`src/pkg/pgu_defines.svh`:
```
`ifndef PGU_DEFINES_SVH
`define PGU_DEFINES_SVH
// register select codes and register reset value of the user port bus
`define PGU_REG_OUT_HIGH_B   2'h0
`define PGU_REG_OUT_LOW_B    2'h1
`define PGU_REG_OUT_HIGH_A   2'h2
`define PGU_REG_INOUT_LOW_A  2'h3
`define PGU_REG_RESET        8'h00
// timing, read failure value, spare and amplifier counts
`define PGU_CLK_HZ           20000000
`define PGU_BUS_CYCLE_NS     500
`define PGU_READ_TOTAL_US    500
`define PGU_BUS_CYC ((`PGU_BUS_CYCLE_NS * (`PGU_CLK_HZ / 1000000) + 999) / 1000)
`define PGU_READ_CYC (`PGU_READ_TOTAL_US * (`PGU_CLK_HZ / 1000000))
`define PGU_READ_FAIL        16'hffff
`define PGU_LED_CYC          2000000
`define PGU_NSPARE           5
`define PGU_NAMP             4
`endif

```
`src/pkg/pgu_pkg.sv`:
```
package pgu_pkg;
  typedef enum logic [1:0] {
    PGU_CFG_UNLINKED = 2'b00,
    PGU_CFG_FULL     = 2'b01,
    PGU_CFG_OBS      = 2'b10,
    PGU_CFG_SINGLE   = 2'b11
  } pgu_cfg_t;

  typedef enum logic [1:0] {
    PGU_IDLE  = 2'b00,
    PGU_WRITE = 2'b01,
    PGU_READ  = 2'b10,
    PGU_HOLD  = 2'b11
  } pgu_state_t;

  // gating commands from the sequencer, each a one-cycle pulse
  typedef struct packed {
    logic [3:0] blank;
    logic [3:0] unblank;
    logic       rcv_off;
    logic       rcv_on;
    logic       pulse_start;
    logic       pulse_end;
    logic       acq_start;
    logic       acq_end;
  } pgu_gate_cmd_t;

  typedef struct packed {
    logic        wr;
    logic        rd;
    logic        use_var;
    logic [1:0]  sel;
    logic [7:0]  imm;
    logic [15:0] var_val;
  } pgu_port_cmd_t;
endpackage : pgu_pkg

```
`src/pgu_top.sv`:
```
`include "pgu_defines.svh"
module pgu_top
  import pgu_pkg::*;
(
  input  wire logic          CLOCK,
  input  wire logic          NRST,
  input  wire pgu_cfg_t      CFG,
  input  wire pgu_gate_cmd_t GATE_CMD,
  input  wire logic          OBS_PULSING,
  input  wire logic [4:0]    SPARE_SET,
  input  wire logic [4:0]    SPARE_CLR,
  input  wire pgu_port_cmd_t PORT_CMD,
  input  wire logic [7:0]    GROUP_A_LOW_IN,
  input  wire logic          READ_ERROR,
  output logic [3:0]         AMP_UNBLANK,
  output logic               AMP_ENABLE,
  output logic               RCV_GATE,
  output logic [4:0]         SPARE_OUT,
  output logic [4:0]         SPARE_LED,
  output logic [15:0]        GROUP_A_OUT,
  output logic               GROUP_A_LOW_OE,
  output logic [15:0]        GROUP_B_OUT,
  output logic               PORT_BUSY,
  output logic               RD_DONE,
  output logic signed [15:0] RD_VALUE,
  output logic               HOST_WARN
);
  localparam int BUS_CYC  = `PGU_BUS_CYC;
  localparam int READ_CYC = `PGU_READ_CYC;
  localparam int LED_CYC  = `PGU_LED_CYC;

  // gating
  logic [3:0] unblank_q;
  logic       amp_en_q;
  logic       rcv_q;
  logic       rcv_off_latch_q;
  logic       acq_q;

  wire cfg_unl  = (CFG == PGU_CFG_UNLINKED);
  wire cfg_full = (CFG == PGU_CFG_FULL);
  wire cfg_obs  = (CFG == PGU_CFG_OBS);
  wire cfg_sgl  = (CFG == PGU_CFG_SINGLE);
  wire linked   = cfg_full | cfg_obs;
  wire sgl_blank   = |GATE_CMD.blank;
  wire sgl_unblank = |GATE_CMD.unblank;
  wire reenable = linked & GATE_CMD.pulse_end & ~(cfg_full & rcv_off_latch_q);

  logic [3:0] unblank_d;
  always_comb begin
    unblank_d = unblank_q;
    if (cfg_sgl) begin
      if (sgl_unblank) unblank_d = 4'hf;
      if (sgl_blank) unblank_d = 4'h0;
    end else begin
      unblank_d = (unblank_q & ~GATE_CMD.blank) | GATE_CMD.unblank;
      if (linked & GATE_CMD.pulse_end) unblank_d = cfg_obs ? {unblank_d[3:1], 1'b0} : 4'h0;
    end
  end

  logic rcv_d;
  always_comb begin
    rcv_d = rcv_q;
    if (GATE_CMD.rcv_off) rcv_d = 1'b0;
    if (GATE_CMD.rcv_on) rcv_d = 1'b1;
    if (cfg_obs & GATE_CMD.unblank[0]) rcv_d = 1'b0;
    if (cfg_obs & GATE_CMD.blank[0]) rcv_d = 1'b1;
    if (reenable) rcv_d = 1'b1;
    if (cfg_sgl & ~GATE_CMD.acq_start & ~acq_q) rcv_d = 1'b0;
    if (GATE_CMD.acq_start & ~cfg_unl) rcv_d = 1'b1;
  end

  always_ff @(posedge CLOCK or negedge NRST) begin
    if (!NRST) begin
      unblank_q       <= 4'h0;
      amp_en_q        <= 1'b1;
      rcv_q           <= 1'b0;
      rcv_off_latch_q <= 1'b0;
      acq_q           <= 1'b0;
    end else begin
      unblank_q <= unblank_d;
      rcv_q     <= rcv_d;
      if (GATE_CMD.acq_start) acq_q <= 1'b1;
      else if (GATE_CMD.acq_end) acq_q <= 1'b0;
      // set wins: an explicit off in the same cycle as a clear stays latched
      if (GATE_CMD.rcv_off) rcv_off_latch_q <= 1'b1;
      else if (GATE_CMD.rcv_on) rcv_off_latch_q <= 1'b0;
      if (cfg_full & GATE_CMD.acq_start) amp_en_q <= 1'b0;
      else if (cfg_sgl & sgl_blank) amp_en_q <= 1'b0;
      else if ((cfg_sgl & sgl_unblank) | (cfg_full & |GATE_CMD.unblank)) amp_en_q <= 1'b1;
    end
  end

  // pulsing observe always blanks receiver, acquisition opens it while observe is not pulsing
  assign RCV_GATE    = (rcv_q | acq_q) & ~OBS_PULSING;
  assign AMP_UNBLANK = unblank_q;
  assign AMP_ENABLE  = amp_en_q;

  // spare lines and activity stretchers
  logic [4:0]  spare_q;
  logic [20:0] led_cnt_q [5];
  genvar gi;
  generate
    for (gi = 0; gi < `PGU_NSPARE; gi++) begin : g_spare
      wire act = SPARE_SET[gi] | SPARE_CLR[gi];
      always_ff @(posedge CLOCK or negedge NRST) begin
        if (!NRST) begin
          spare_q[gi]   <= 1'b0;
          led_cnt_q[gi] <= 21'h0;
        end else begin
          if (SPARE_SET[gi]) spare_q[gi] <= 1'b1;
          else if (SPARE_CLR[gi]) spare_q[gi] <= 1'b0;
          // stretch so a short toggle is still visible
          if (act) led_cnt_q[gi] <= 21'(LED_CYC);
          else if (led_cnt_q[gi] != 21'h0) led_cnt_q[gi] <= led_cnt_q[gi] - 21'h1;
        end
      end
      assign SPARE_LED[gi] = (led_cnt_q[gi] != 21'h0);
    end
  endgenerate
  assign SPARE_OUT = spare_q;

  // user port bus
  logic [7:0]  ureg_q [4];
  pgu_state_t  st_q;
  logic [13:0] cnt_q;
  logic [1:0]  sel_q;
  logic [7:0]  wdat_q;
  logic        rd_done_q;
  logic        warn_q;
  logic [15:0] rd_val_q;

  wire        idle   = (st_q == PGU_IDLE);
  wire [7:0]  wr_val = PORT_CMD.use_var ? PORT_CMD.var_val[7:0] : PORT_CMD.imm;
  wire        cnt_end = (cnt_q == 14'h0);

  always_ff @(posedge CLOCK or negedge NRST) begin
    if (!NRST) begin
      st_q      <= PGU_IDLE;
      cnt_q     <= 14'h0;
      sel_q     <= 2'h0;
      wdat_q    <= 8'h00;
      rd_done_q <= 1'b0;
      warn_q    <= 1'b0;
      rd_val_q  <= 16'h0000;
      for (int i = 0; i < 4; i++) ureg_q[i] <= `PGU_REG_RESET;
    end else begin
      rd_done_q <= 1'b0;
      warn_q    <= 1'b0;
      case (st_q)
        PGU_IDLE: begin
          // commands are only taken while idle, in sequence order
          if (PORT_CMD.wr) begin
            st_q   <= PGU_WRITE;
            sel_q  <= PORT_CMD.sel;
            wdat_q <= wr_val;
            cnt_q  <= 14'(BUS_CYC - 1);
          end else if (PORT_CMD.rd) begin
            st_q <= PGU_READ;
          end
        end
        PGU_WRITE: begin
          if (cnt_end) begin
            ureg_q[sel_q] <= wdat_q;
            st_q <= PGU_IDLE;
          end else begin
            cnt_q <= cnt_q - 14'h1;
          end
        end
        PGU_READ: begin
          if (READ_ERROR) begin
            rd_val_q <= `PGU_READ_FAIL;
            warn_q   <= 1'b1;
          end else begin
            rd_val_q <= {8'h00, GROUP_A_LOW_IN};
          end
          cnt_q <= 14'(READ_CYC - 2);
          st_q  <= PGU_HOLD;
        end
        PGU_HOLD: begin
          // refill pause after sampling; total read time fixed
          if (cnt_end) begin
            rd_done_q <= 1'b1;
            st_q <= PGU_IDLE;
          end else begin
            cnt_q <= cnt_q - 14'h1;
          end
        end
        default: st_q <= PGU_IDLE;
      endcase
    end
  end

  assign GROUP_B_OUT    = {ureg_q[0], ureg_q[1]};
  assign GROUP_A_OUT    = {ureg_q[2], ureg_q[3]};
  assign GROUP_A_LOW_OE = 1'b1;
  assign PORT_BUSY      = ~idle;
  assign RD_DONE        = rd_done_q;
  assign RD_VALUE       = rd_val_q;
  assign HOST_WARN      = warn_q;

  // read age counter: the read window is far too long to unroll in a property
  logic [13:0] rd_age_q;
  always_ff @(posedge CLOCK or negedge NRST) begin
    if (!NRST) begin
      rd_age_q <= 14'h0;
    end else if (idle && PORT_CMD.rd && !PORT_CMD.wr) begin
      rd_age_q <= 14'h1;
    end else if (RD_DONE) begin
      rd_age_q <= 14'h0;
    end else if (rd_age_q != 14'h0 && rd_age_q != 14'h3fff) begin
      rd_age_q <= rd_age_q + 14'h1;
    end
  end

  // checks
  write_len_a: assert property (@(posedge CLOCK) disable iff (!NRST)
    (idle && PORT_CMD.wr) |=> (st_q == PGU_WRITE) [*8] ##1 (st_q == PGU_WRITE) [*2] ##1 idle);
  write_store_a: assert property (@(posedge CLOCK) disable iff (!NRST)
    (idle && PORT_CMD.wr && !PORT_CMD.use_var) |-> ##11 (ureg_q[$past(PORT_CMD.sel, 11)]
      == $past(PORT_CMD.imm, 11)));
  read_time_a: assert property (@(posedge CLOCK) disable iff (!NRST)
    RD_DONE |-> (rd_age_q == 14'h2711));
  read_fail_a: assert property (@(posedge CLOCK) disable iff (!NRST)
    (st_q == PGU_READ && READ_ERROR) |=> (HOST_WARN && RD_VALUE == 16'hffff));
  read_val_a: assert property (@(posedge CLOCK) disable iff (!NRST)
    (st_q == PGU_READ && !READ_ERROR) |=> RD_VALUE == {8'h00, $past(GROUP_A_LOW_IN)});
  rcv_pulse_a: assert property (@(posedge CLOCK) disable iff (!NRST)
    OBS_PULSING |-> !RCV_GATE);
  acq_rcv_a: assert property (@(posedge CLOCK) disable iff (!NRST)
    (GATE_CMD.acq_start && !cfg_unl && !OBS_PULSING) |=> (RCV_GATE || OBS_PULSING));
  full_amp_a: assert property (@(posedge CLOCK) disable iff (!NRST)
    (cfg_full && GATE_CMD.acq_start) |=> !AMP_ENABLE);
  suppress_a: assert property (@(posedge CLOCK) disable iff (!NRST)
    (cfg_full && rcv_off_latch_q && GATE_CMD.pulse_end && !GATE_CMD.rcv_on && !GATE_CMD.acq_start
     && !acq_q) |=> (rcv_q == ($past(rcv_q) && !$past(GATE_CMD.rcv_off))));
  relink_a: assert property (@(posedge CLOCK) disable iff (!NRST)
    (reenable && !GATE_CMD.acq_start) |=> (rcv_q && !AMP_UNBLANK[0]));
  spare_set_a: assert property (@(posedge CLOCK) disable iff (!NRST)
    SPARE_SET[0] |=> SPARE_OUT[0] && SPARE_LED[0]);
  sgl_blank_a: assert property (@(posedge CLOCK) disable iff (!NRST)
    (cfg_sgl && sgl_blank) |=> (AMP_UNBLANK == 4'h0 && !AMP_ENABLE));

  read_busy_a: assert property (@(posedge CLOCK) disable iff (!NRST)
    (rd_age_q != 14'h0 && rd_age_q < 14'h2711) |->
    PORT_BUSY)
    else $error("read window ended early");
  read_done_a: assert property (@(posedge CLOCK) disable iff (!NRST)
    (rd_age_q == 14'h2711) |->
    RD_DONE)
    else $error("read done missing");
  write_hold_a: assert property (@(posedge CLOCK) disable iff (!NRST)
    (st_q == PGU_WRITE && !cnt_end) |=>
    (st_q == PGU_WRITE && $stable(sel_q) && $stable(wdat_q)))
    else $error("write changed while busy");
  port_hold_a: assert property (@(posedge CLOCK) disable iff (!NRST)
    !(st_q == PGU_WRITE && cnt_end) |=>
    ($stable(GROUP_A_OUT) && $stable(GROUP_B_OUT)))
    else $error("user lines moved without write");
  map_b_high_a: assert property (@(posedge CLOCK) disable iff (!NRST)
    (st_q == PGU_WRITE && cnt_end && sel_q == 2'h0) |=>
    (GROUP_B_OUT[15:8] == $past(wdat_q)))
    else $error("register 0 mapped wrong");
  map_a_low_a: assert property (@(posedge CLOCK) disable iff (!NRST)
    (st_q == PGU_WRITE && cnt_end && sel_q == 2'h3) |=>
    (GROUP_A_OUT[7:0] == $past(wdat_q)))
    else $error("register 3 mapped wrong");
  var_form_a: assert property (@(posedge CLOCK) disable iff (!NRST)
    (idle && PORT_CMD.wr && PORT_CMD.use_var) |=>
    (wdat_q == $past(PORT_CMD.var_val[7:0])))
    else $error("variable write value wrong");
  spare_clr_a: assert property (@(posedge CLOCK) disable iff (!NRST)
    (SPARE_CLR[0] && !SPARE_SET[0]) |=>
    !SPARE_OUT[0])
    else $error("spare line not cleared");
  spare_hold_a: assert property (@(posedge CLOCK) disable iff (!NRST)
    (SPARE_SET == 5'h00 && SPARE_CLR == 5'h00) |=>
    $stable(SPARE_OUT))
    else $error("spare line moved without command");
  unl_indep_a: assert property (@(posedge CLOCK) disable iff (!NRST)
    (cfg_unl && GATE_CMD.unblank[1] && !GATE_CMD.blank[1]) |=>
    AMP_UNBLANK[1])
    else $error("decoupler unblank lost");
  unl_rcv_a: assert property (@(posedge CLOCK) disable iff (!NRST)
    (cfg_unl && !GATE_CMD.rcv_off && !GATE_CMD.rcv_on) |=>
    $stable(rcv_q))
    else $error("receiver moved without command");
  obs_link_a: assert property (@(posedge CLOCK) disable iff (!NRST)
    (cfg_obs && GATE_CMD.unblank[0] && !GATE_CMD.blank[0] && !reenable && !GATE_CMD.acq_start) |=>
    !rcv_q)
    else $error("observe unblank left receiver on");
  obs_dec_a: assert property (@(posedge CLOCK) disable iff (!NRST)
    (cfg_obs && GATE_CMD.unblank[2] && !GATE_CMD.blank[2]) |=>
    AMP_UNBLANK[2])
    else $error("decoupler unblank lost in observe link");
  sgl_rcv_a: assert property (@(posedge CLOCK) disable iff (!NRST)
    (cfg_sgl && !GATE_CMD.acq_start && !acq_q) |=>
    !rcv_q)
    else $error("receiver on outside acquisition");
  full_unblank_a: assert property (@(posedge CLOCK) disable iff (!NRST)
    (cfg_full && GATE_CMD.unblank[0] && !GATE_CMD.acq_start) |=>
    AMP_ENABLE)
    else $error("amplifier not switched on");
  acq_open_a: assert property (@(posedge CLOCK) disable iff (!NRST)
    (acq_q && !OBS_PULSING) |->
    RCV_GATE)
    else $error("receiver closed in acquisition");
  led_stretch_a: assert property (@(posedge CLOCK) disable iff (!NRST)
    (led_cnt_q[0] > 21'h1) |=>
    SPARE_LED[0])
    else $error("activity indicator dropped early");
  warn_pulse_a: assert property (@(posedge CLOCK) disable iff (!NRST)
    HOST_WARN |=>
    !HOST_WARN)
    else $error("warning longer than one cycle");

  write_cov: cover property (@(posedge CLOCK) disable iff (!NRST) st_q == PGU_WRITE ##1 idle);
  read_cov: cover property (@(posedge CLOCK) disable iff (!NRST) RD_DONE);
  warn_cov: cover property (@(posedge CLOCK) disable iff (!NRST) HOST_WARN);
  spare_cov: cover property (@(posedge CLOCK) disable iff (!NRST) SPARE_LED[0] && !SPARE_OUT[0]);
  supp_cov: cover property (@(posedge CLOCK) disable iff (!NRST)
    cfg_full && rcv_off_latch_q && GATE_CMD.pulse_end);
endmodule : pgu_top

```
`config.mk`:
```
export PLATFORM = sky130hd
export DESIGN_NAME = pgu_top
export DESIGN_NICKNAME = d
export VERILOG_FILES = /design/src/pkg/pgu_pkg.sv /design/src/pgu_top.sv
export VERILOG_INCLUDE_DIRS = /design/src /design/src/pkg
export SDC_FILE = /design/constraint.sdc
export NUM_CORES = 1
export LEC_CHECK = 0
export ABC_AREA = 1
export BUFFER_PORTS_ARGS = -buffer_cell sky130_fd_sc_hd__buf_2
export CORE_AREA = 2 2 159 130
export CTS_BUF_LIST = sky130_fd_sc_hd__clkbuf_2
export CTS_CLUSTER_DIAMETER = 200
export DETAILED_ROUTE_END_ITERATION = 6
export DIE_AREA = 0 0 161 132
export PLACE_DENSITY = 0.88
export RECOVER_POWER = 100
export SYNTH_ARGS = -nofsm -noshare
export SYNTH_HDL_FRONTEND = slang
export SYNTH_SLANG_ARGS = --single-unit
```
`constraint.sdc`:
```
create_clock -name CLOCK -period 1.7 [get_ports CLOCK]
set_input_delay 0.085 -clock CLOCK [delete_from_list [all_inputs] [get_ports CLOCK]]
set_output_delay 0.085 -clock CLOCK [all_outputs]
set_load 0.03 [all_outputs]
```
==> flow_summary_export.csv, run 1 <==
group,metric,value,unit
layout,multi_input_area,5557,µm²
worst_hold_path,min_path_cells,7,
global_route,grt_max_degree,58,
sta,post-route-min-period,2.270,ns
setup_path,rr_worst_depth,8,
detailed_routing,dr.pass1.iters,6,
clock_network,htreeDepth,4,
setup_path,regToRegStartpoint,"cnt_q[8]",
global_route,first_global_vias,11350,
pwr,p_leak,7.411,nW
clock_network,clock_sinks,187,
layout,syn_to_final_growth,38.83,%
sta,min_period_over_period,133.6,%
clock_network,clk_path_buf_depth,2,
global_route,grt_first_pass_wirelength,53920,µm
synth,ys_seq_area_share,43.96,%
die,die_x,161,µm
setup_path,worstSetupPathType,"reg2out",
global_route,grt_usage,31.02,%
detailed_routing,finalWirelength,37340,µm
sta,fin_skew,0.06004,ns
sta,slew_headroom,6.743,%
clock_network,cts_tree,"built",
synth,synth_top_area_share,43.71,%
synth,synth_edf_count,0,
synth,synth.distinct_cells,43,
sta,worst_pin_slew,1.399,ns
sta,final_hold_viol_count,0,
synth,ys.flop_type,"dfrtp_1",
setup_path,required,1.62,ns
clock_network,path_clk_slew,0.37,ns
detailed_routing,drtIter0Drc,1309,
die,io_pins,135,
setup_path,cp.arrival,2.19,ns
detailed_routing,ant_nets,0,
setup_path,r2r_slack,-0.25,ns
worst_hold_path,min_to,"rcv_q",
sta,setup_viol,89,
placed_design,gp_congestion,0.9508,
clock_network,cts-buffers-inserted,17,
clock_network,root_buffer,"clkbuf_2",
worst_hold_path,hp-class,"in2reg",
synth,syn_area_per_cell,7.420,µm²
setup_path,start_kind,"flip-flop",
detailed_routing,routedWlPerCell,17.86,µm
die,die_area,21250,µm²
synth,syn_inst,1435,
synth,synth_most_common_cell,"nand2_1",
layout,stdcell_area,14780,µm²
global_route,grt_overflow,0,
placed_design,io_buffers,124,
setup_path,end_kind,"output port",
run_status,run_status,"finished, violations left",
sta,drv_slew,0,
layout,seq_area,4683,µm²
synth,synth_top_cell_by_area,"dfrtp_1",
synth,synthTopCellsByCount,"315 x nand2_1, 233 x nor2_1, 199 x inv_1",
clock_network,clk_latency,0.90,ns
setup_path,worst-path-max-fanout,2,
layout,fin_nets,1893,
global_route,antenna_found_initial,2,
sta,setup_slack,-0.5705,ns
synth,synth_area,10650,µm²
sta,fmax,0.4404,GHz
synth,yosys_warnings,0,
die,initial_utilization,54.41,%
pwr,ir_worst_vdd,0.4560,mV
layout,drive_above_1_share,28.34,%
die,fp-row-count,46,
run,maxCapViolations,0,
synth,ys_async_sr_fraction,100.0,%
synth,ys_ff_latch,187,
worst_hold_path,hold_start,"CFG[0]",
synth,syn_nets,1517,
layout,fillCellCount,1250,
die,core_area,19570,µm²
die,die_y,132,µm
detailed_routing,drc,0,
pwr,powerDensity,630.8,nW/µm²
setup_path,r2r-end,"cnt_q[8]",
sta,tns,-8.273,ns
placed_design,postPlaceCellArea,11770,µm²
run_status,violations,"negative setup slack",
sta,rsz0062_at_grt,"yes",
placed_design,dp_hpwl,18860,µm
synth,ys_top_cells_by_area,"dfrtp_1 44%, nand2_1 11%, nor2_1 8.2%",
detailed_routing,vias_per_cell,5.767,
detailed_routing,num_vias,12050,
cell usage in the layout, fill, tap and decap left out, types with 20 or more instances in the layout:
| cell type | synthesis | routed |
|---|---|---|
| inv_2 | 8 | 28 |
| dlygate4sd3_1 | 0 | 107 |
| nand2_1 | 315 | 292 |
| buf_2 | 4 | 95 |
| a21oi_1 | 32 | 31 |
| inv_1 | 199 | 172 |
| nand2_2 | 6 | 23 |
| nand3_1 | 144 | 135 |
| nor2_1 | 233 | 196 |
| nor2_2 | 16 | 37 |
| o21ai_1 | 23 | 26 |
| buf_4 | 8 | 135 |
| nor2_4 | 2 | 20 |
| o21ai_2 | 27 | 28 |
| buf_6 | 6 | 33 |
| o21ai_0 | 50 | 46 |
| dfrtp_1 | 186 | 184 |
| nand4_1 | 45 | 45 |
report_power, final:
group | leakage (nW) | switching, mW | internal [mW] | total, mW
registers | 2.25 | 0.104 | 4.59 | 4.69
clock network | 0.179 | 2.13 | 0.649 | 2.77
logic | 4.99 | 1.09 | 0.765 | 1.86
stage by stage:
stage / std cells / hold slack [ns] / util [%] / setup WS [ns] / power [mW]
after floorplan: 1435 / -0.2106 / - / 0.03007 / 5.454
after global placement: 1833 / 0.1041 / 60.12 / 0.02741 / 5.876
after detailed placement: 1833 / 0.1039 / 60.12 / -0.06259 / 5.917
after CTS: 2044 / 0.003127 / 71.78 / -0.5389 / 8.955
after global routing: 2090 / 0.03904 / 75.54 / -0.6681 / 9.682
final: 2090 / 0.06323 / 75.54 / -0.5705 / 9.324
worst max-delay path, cell delays in order (launching register included):
cell and delay [ns]:
dfrtp_1 0.46, inv_1 0.10, nand2_2 0.11, nor3_4 0.22, buf_4 0.14, nand4_1 0.12
buf_6 0.18
worst max-delay path by stage:
| stage | from | endpoint | cells past startpoint |
|---|---|---|---|
| final | led_cnt_q[86] | SPARE_LED[0] | 6 |
| after global routing | led_cnt_q[85] | SPARE_LED[0] | 7 |
| after CTS | led_cnt_q[84] | SPARE_LED[0] | 7 |
| after detailed placement | cnt_q[1] | GROUP_A_OUT[2] | 7 |
| after global placement | cnt_q[1] | GROUP_A_OUT[2] | 7 |
| after floorplan | led_cnt_q[84] | led_cnt_q[104] | 7 |
what timing repair did:
item	in CTS	in global routing
resized for setup	113	153
gates cloned	0	4
buffers inserted	71	47
endpoints found under the hold margin	341	2
pin swaps	20	41
setup endpoints to repair	57	161
hold buffers	108	2
registers in the layout, indices dropped and copies added (netlist names), 2 cells and up:
name and cells:
sel_q 2, wdat_q 8, AMP_UNBLANK 4, GROUP_A_OUT 16
SPARE_OUT 5, cnt_q 14, led_cnt_q 105, GROUP_B_OUT 16
st_q 2, RD_VALUE 9
area by class of cell:
type | count | area share [%]
Sequential cell | 187 | 31.68
Timing Repair Buffer | 383 | 20.82
Tap cell | 264 | 2.235
Antenna cell | 2 | 0.03386
Multi-Input combinational cell | 1014 | 37.59
Clock inverter | 15 | 1.617
Inverter | 208 | 5.443
Clock buffer | 17 | 0.5756
cells by family after synthesis:
family,after synthesis,synth area share (%)
AO/OA/AOI/OAI,167,9.624
XOR/XNOR,9,0.7403
adder cells (fa/ha/maj),15,1.763
buffers and inverters,238,9.142
flip-flops,187,43.96
other,1,0.03522
AND/OR/NAND/NOR,818,34.74
routing by layer:
layer	share of wire [%]	track usage, %	vias to the layer above	routed length (µm)
li1	-	-	5366	-
met1	37	38.23	5638	13820
met2	48	53.03	805	18100
met3	9.0	5.725	245	3358
met4	5.5	14.43	0	2055
met5	0	0	-	0
No activity file was read; power rests on OpenSTA's default activity.
==> run 2, diff against run 1 <==
--- a/config.mk
+++ b/config.mk
@@ -7,7 +7,7 @@
 export NUM_CORES = 1
 export LEC_CHECK = 0
 export ABC_AREA = 1
-export BUFFER_PORTS_ARGS = -buffer_cell sky130_fd_sc_hd__buf_2
+export BUFFER_PORTS_ARGS = -buffer_cell sky130_fd_sc_hd__buf_4
 export CORE_AREA = 2 2 159 130
 export CTS_BUF_LIST = sky130_fd_sc_hd__clkbuf_2
 export CTS_CLUSTER_DIAMETER = 200
==> run 2 against run 1 <==
  * The flow still finishes with violations (negative setup slack)
  * Register-to-register slack lost 0.07 ns
  * Non-clock buffer count down 20
  * Largest cell class unchanged
  * Clock power shrank 4%
  * Setup slack got worse by 0.092 ns
  * Power decreased by 1.7%
  * Via count is 0.31% lower
  * Clock-buffer cell count unchanged
  * First-iteration DRC count is 16% higher
  * Design area decreased by 0.72%
  * Wire length about the same
==> flow_summary_export.csv, run 2 (same netlist as run 1, synthesis figures left out) <==
group,metric,value,unit
sta,post-route-min-period,2.362,ns
detailed_routing,vias_per_cell,5.819,
global_route,antenna_found_initial,1,
detailed_routing,drtIter0Drc,1524,
setup_path,end_kind,"output port",
setup_path,start_kind,"flip-flop",
sta,fmax,0.4234,GHz
detailed_routing,finalWirelength,37320,µm
layout,seq_area,4684,µm²
run_status,run_status,"finished, violations left",
placed_design,io_buffers,124,
layout,fin_nets,1869,
global_route,grt_overflow,0,
layout,final_cell_mix,"304 x nand2_1, 203 x buf_4, 194 x nor2_1, 183 x dfrtp_1, 179 x inv_1",
layout,final_core_util,74.99,%
global_route,grt_first_pass_wirelength,52360,µm
setup_path,worst-path-max-fanout,2,
sta,min_period_over_period,138.9,%
sta,drv_slew,0,
die,fp-row-count,46,
sta,slew_headroom,1.936,%
placed_design,preCtsSetupSlack,-0.05278,ns
clock_network,clock_sinks,187,
clock_network,cts_tree,"built",
pwr,p_leak,7.361,nW
sta,rsz0062_at_grt,"yes",
clock_network,clk_latency,0.89,ns
worst_hold_path,hp-class,"in2reg",
setup_path,worstSetupPathType,"reg2out",
detailed_routing,wl_met3,3475,µm
pwr,ir_worst_vdd,0.4705,mV
global_route,grt_max_degree,62,
run,maxCapViolations,0,
clock_network,cts-buffers-inserted,17,
clock_network,path_clk_slew,0.36,ns
sta,worst_pin_slew,1.471,ns
detailed_routing,top_layer,"met4",
setup_path,required,1.62,ns
clock_network,htreeDepth,4,
setup_path,cp.arrival,2.28,ns
die,die_y,132,µm
pwr,powerDensity,624.3,nW/µm²
die,io_pins,135,
detailed_routing,dr.pass1.iters,6,
die,die_x,161,µm
die,die_area,21250,µm²
pwr,total_power,9.162,mW
detailed_routing,wl_met2,18120,µm
run_status,violations,"negative setup slack",
layout,final_common_cell,"nand2_1",
clock_network,clk_path_buf_depth,2,
global_route,grt_usage,30.12,%
sta,final_hold_viol_count,0,
layout,drive_above_1_share,26.50,%
layout,fillCellCount,1265,
global_route,first_global_vias,11010,
layout,largest_register_ffs,105,
detailed_routing,ant_nets,0,
layout,largest_register,"led_cnt_q",
layout,multi_input_area,5430,µm²
die,core_area,19570,µm²
sta,setup_viol,97,
placed_design,dp_hpwl,19490,µm
detailed_routing,drc,0,
sta,setup_slack,-0.6620,ns
clock_network,root_buffer,"clkbuf_2",
die,initial_utilization,54.41,%
detailed_routing,wl_met1,13460,µm
layout,syn_to_final_growth,37.83,%
detailed_routing,routedWlPerCell,18.07,µm
detailed_routing,num_vias,12020,
placed_design,gp_congestion,0.9532,
sta,fin_skew,0.07649,ns
[run 2: changes by cell type in the layout (fill, tap and decap cells not counted), sizes merged]
cell / delta
nor2: -1
nand4: -2
clkbuf: +16
clkinv: +1
nand2: -1
diode: -1
buf: -32
inv: -1
dlygate4sd3: -4
[run 2: where the power goes]
group | switching [mW] | leakage, nW | internal [mW]
logic | 1.06 | 4.94 | 0.751
registers | 0.116 | 2.25 | 4.59
clock network | 2.05 | 0.171 | 0.601
total | 3.22 | 7.36 | 5.94
[run 2: cell type report]
cell class                 instances  share of cell area, %
multi-input combinational       1010                  37.00
sequential                       187                  31.92
timing repair buffer             363                  21.33
inverter                         208                  5.388
tap                              264                  2.251
clock inverter                    15                  1.509
clock buffer                      17                 0.5798
antenna                            1                0.01705
[run 2: worst paths after layout]
path | from | end | slack [ns] | depth (start not counted)
setup reg to reg | cnt_q[0] | cnt_q[8] | -0.32 | 9
hold / removal | READ_ERROR | RD_VALUE[4] | 0.02 | 4
hold reg to reg | led_cnt_q[103] | led_cnt_q[103] | 0.50 | 1
min in group asynchronous | NRST | RD_VALUE[1] | 0.58 | 3
setup / recovery | led_cnt_q[85] | SPARE_LED[0] | -0.66 | 7
max in group asynchronous | NRST | RD_VALUE[14] | 0.15 | 3
[run 2: per-stage QoR]
stage                     setup TNS [ns]  instance area [µm²]  hold slack (ns)  instances
after CTS                         -4.276                14130         0.008169       2030
after global routing              -24.78                14680         0.009715       2065
after detailed placement         -0.2919                12100           0.1038       1836
after floorplan                        0                10650          -0.2106       1435
after global placement                 0                12100          0.09798       1836
final                             -16.53                14680          0.01785       2065
[run 2: repair_timing]
action                     in CTS  in global routing
gates cloned                    0                  1
hold endpoints to repair      341                  2
setup endpoints to repair      37                141
resized for setup              77                122
hold buffers                  103                  4
pin swaps                      24                 39
setup buffers                  68                 49
[run 2: worst max-delay path, cell delays in order (launching register included)]
cell     delay (ns)
dfrtp_1        0.48
inv_2          0.10
ha_4           0.14
inv_4          0.04
nor3_4         0.14
buf_4          0.14
nand4_1        0.17
buf_6          0.20
[run 2: routing by layer]
layer  up-vias  track usage [%]
met1      5573            37.93
met2       853            51.03
met4         0            12.70
met5         -                0
met3       281            5.819
li1       5310                -
==> run 3, diff against run 2 <==
--- a/config.mk
+++ b/config.mk
@@ -8,12 +8,12 @@
 export LEC_CHECK = 0
 export ABC_AREA = 1
 export BUFFER_PORTS_ARGS = -buffer_cell sky130_fd_sc_hd__buf_4
-export CORE_AREA = 2 2 159 130
+export CORE_AREA = 5 5 162 133
 export CTS_BUF_LIST = sky130_fd_sc_hd__clkbuf_2
 export CTS_CLUSTER_DIAMETER = 200
 export DETAILED_ROUTE_END_ITERATION = 6
-export DIE_AREA = 0 0 161 132
-export PLACE_DENSITY = 0.88
+export DIE_AREA = 0 0 167 138
+export PLACE_DENSITY = 0.78
 export RECOVER_POWER = 100
 export SYNTH_ARGS = -nofsm -noshare
 export SYNTH_HDL_FRONTEND = slang
==> run 3 against run 2 <==
  * The flow finishes with violations (design-rule violations, negative setup slack)
  * Power down 1.8%
  * Via count down 7.3%
  * Critical path depth down 1
  * First-iteration DRC count down 23%
  * Register-to-register slack better by 0.23 ns
  * Final cell count about the same
  * Wire length down 14%
  * Sequential share of layout area up 0.69 points
  * Clock power about the same
  * Global-route usage down 3.9 points
  * Setup slack better by 0.24 ns
==> flow_summary_export.csv, run 3 (same netlist as run 1, synthesis figures left out) <==
group,metric,value,unit
run_status,run_status,"finished, violations left",
run_status,violations,"design-rule violations, negative setup slack",
sta,fin_skew,0.06129,ns
worst_hold_path,hold_start,"GROUP_A_LOW_IN[5]",
die,fp-row-count,46,
worst_hold_path,min_path_cells,4,
die,io_pins,135,
global_route,antenna_found_initial,1,
placed_design,io_buffers,124,
sta,worst_pin_slew,1.238,ns
layout,final_cell_mix,"301 x nand2_1, 200 x nor2_1, 191 x buf_4, 184 x dfrtp_1, 181 x inv_1",
die,die_y,138,µm
clock_network,htreeDepth,4,
sta,setup_slack,-0.4243,ns
clock_network,clk_path_buf_depth,2,
setup_path,required,1.62,ns
setup_path,r2r_slack,-0.09,ns
setup_path,worstSetupPathType,"reg2out",
detailed_routing,drtIter0Drc,1174,
clock_network,root_buffer,"clkbuf_2",
global_route,grt_overflow,0,
detailed_routing,dr.pass1.iters,7,
sta,post-route-min-period,2.124,ns
die,initial_utilization,54.25,%
sta,fmax,0.4707,GHz
global_route,grt_first_pass_wirelength,51120,µm
clock_network,cts_tree,"built",
setup_path,start_kind,"flip-flop",
worst_hold_path,hp-class,"in2reg",
setup_path,cp.arrival,2.04,ns
sta,rsz0062_at_grt,"yes",
sta,setup_viol,62,
setup_path,end_kind,"output port",
sta,min_period_over_period,125.0,%
pwr,powerDensity,626.6,nW/µm²
run,maxCapViolations,0,
die,die_area,23050,µm²
detailed_routing,routedWlPerCell,15.63,µm
pwr,ir_worst_vdd,0.4487,mV
setup_path,regToRegStartpoint,"led_cnt_q[3]",
sta,timing.hold.ws,0.04741,ns
detailed_routing,ant_nets,0,
clock_network,clock_sinks,187,
sta,final_hold_viol_count,0,
layout,largest_register,"led_cnt_q",
placed_design,dp_hpwl,19980,µm
clock_network,path_clk_slew,0.29,ns
setup_path,worst-path-max-fanout,3,
sta,slew_headroom,17.44,%
layout,syn_to_final_growth,34.85,%
layout,drive_above_1_share,26.79,%
detailed_routing,finalWirelength,32270,µm
die,die_x,167,µm
detailed_routing,num_vias,11140,
die,core_area,19630,µm²
clock_network,clk_latency,0.77,ns
global_route,grt_max_degree,54,
global_route,first_global_vias,10720,
detailed_routing,vias_per_cell,5.396,
layout,fin_nets,1868,
clock_network,cts-buffers-inserted,17,
pwr,p_leak,7.301,nW
sta,drv_slew,0,
pwr,total_power,8.998,mW
worst_hold_path,min_to,"RD_VALUE[5]",
detailed_routing,drc,9,
setup_path,rr_worst_depth,7,
setup_path,r2r-end,"led_cnt_q[16]",
layout,largest_register_ffs,105,
global_route,grt_usage,26.18,%
layout,final_common_cell,"nand2_1",
placed_design,gp_congestion,0.9669,
[run 3: cell types whose count changed in the layout (fill, tap and decap cells not counted), moves of 5 or more]
| cell | previous run | this run |
|---|---|---|
| clkbuf_2 | 32 | 66 |
| buf_6 | 25 | 12 |
| dlygate4sd3_1 | 103 | 90 |
| buf_4 | 203 | 191 |
| buf_2 | 1 | 8 |
| clkbuf_4 | 2 | 9 |
| clkinv_8 | 7 | 0 |
| o21ai_0 | 43 | 50 |
| nor2_1 | 194 | 200 |
| o21ai_1 | 29 | 23 |
| nand2_2 | 13 | 18 |
| nand3_1 | 134 | 139 |
| nand3_2 | 9 | 4 |
| nor2_2 | 40 | 35 |
[run 3: critical path, stage by stage, from the launching register on]
cell,delay (ns)
dfrtp_1,0.46
inv_2,0.09
ha_4,0.14
inv_4,0.04
nor3_4,0.20
nand4_1,0.16
buf_6,0.18
[run 3: how the worst max path moves through the flow]
stage,start,endpoint,slack (ns),depth (start not counted)
after floorplan,led_cnt_q[84],led_cnt_q[104],0.03,7
after global placement,cnt_q[0],GROUP_A_OUT[2],-0.004,7
after detailed placement,cnt_q[0],GROUP_B_OUT[5],-0.06,7
after CTS,led_cnt_q[43],SPARE_LED[2],-0.49,8
after global routing,led_cnt_q[1],SPARE_LED[4],-0.58,6
final,led_cnt_q[1],SPARE_LED[4],-0.42,6
[run 3: per-stage QoR]
stage	instances	setup TNS (ns)	utilization [%]	area (µm²)	setup slack (ns)
global route	2064	-21.40	73.16	14360	-0.5849
global placement	1841	-0.004385	61.69	12110	-0.004385
floorplan	1435	0	-	10650	0.03007
finish	2064	-4.743	73.16	14360	-0.4243
CTS	2017	-2.167	70.82	13900	-0.4867
detailed placement	1841	-0.9709	61.69	12110	-0.05831
[run 3: what timing repair did]
| item | CTS | global route |
|---|---|---|
| endpoints found under the setup margin | 47 | 132 |
| cloned | 0 | 1 |
| pin swaps | 22 | 41 |
| endpoints found under the hold margin | 341 | 6 |
| setup buffers | 57 | 47 |
| gates resized for setup | 59 | 104 |
| hold buffers | 88 | 4 |
[run 3: report_power, final]
group | total, mW | internal (mW) | switching [mW]
registers | 4.68 | 4.58 | 0.104
logic | 1.69 | 0.725 | 0.965
clock network | 2.62 | 0.995 | 1.63
[run 3: cell type report]
| type | count | area (µm²) |
|---|---|---|
| Tap cell | 264 | 330.3 |
| Clock inverter | 13 | 187.7 |
| Inverter | 208 | 790.8 |
| Timing Repair Buffer | 362 | 2902 |
| Sequential cell | 187 | 4683 |
| Fill cell | 1426 | 5268 |
| Multi-Input combinational cell | 1010 | 5368 |
| Clock buffer | 19 | 95.09 |
| Antenna cell | 1 | 2.502 |
[run 3: layer usage]
| metal | part of all wire, % | GRT usage [%] | vias to the layer above |
|---|---|---|---|
| met5 | 0 | 0 | - |
| met4 | 2.7 | 6.888 | 0 |
| met1 | 42 | 35.58 | 5263 |
| met2 | 47 | 42.35 | 500 |
| li1 | - | - | 5293 |
| met3 | 8.2 | 6.384 | 82 |
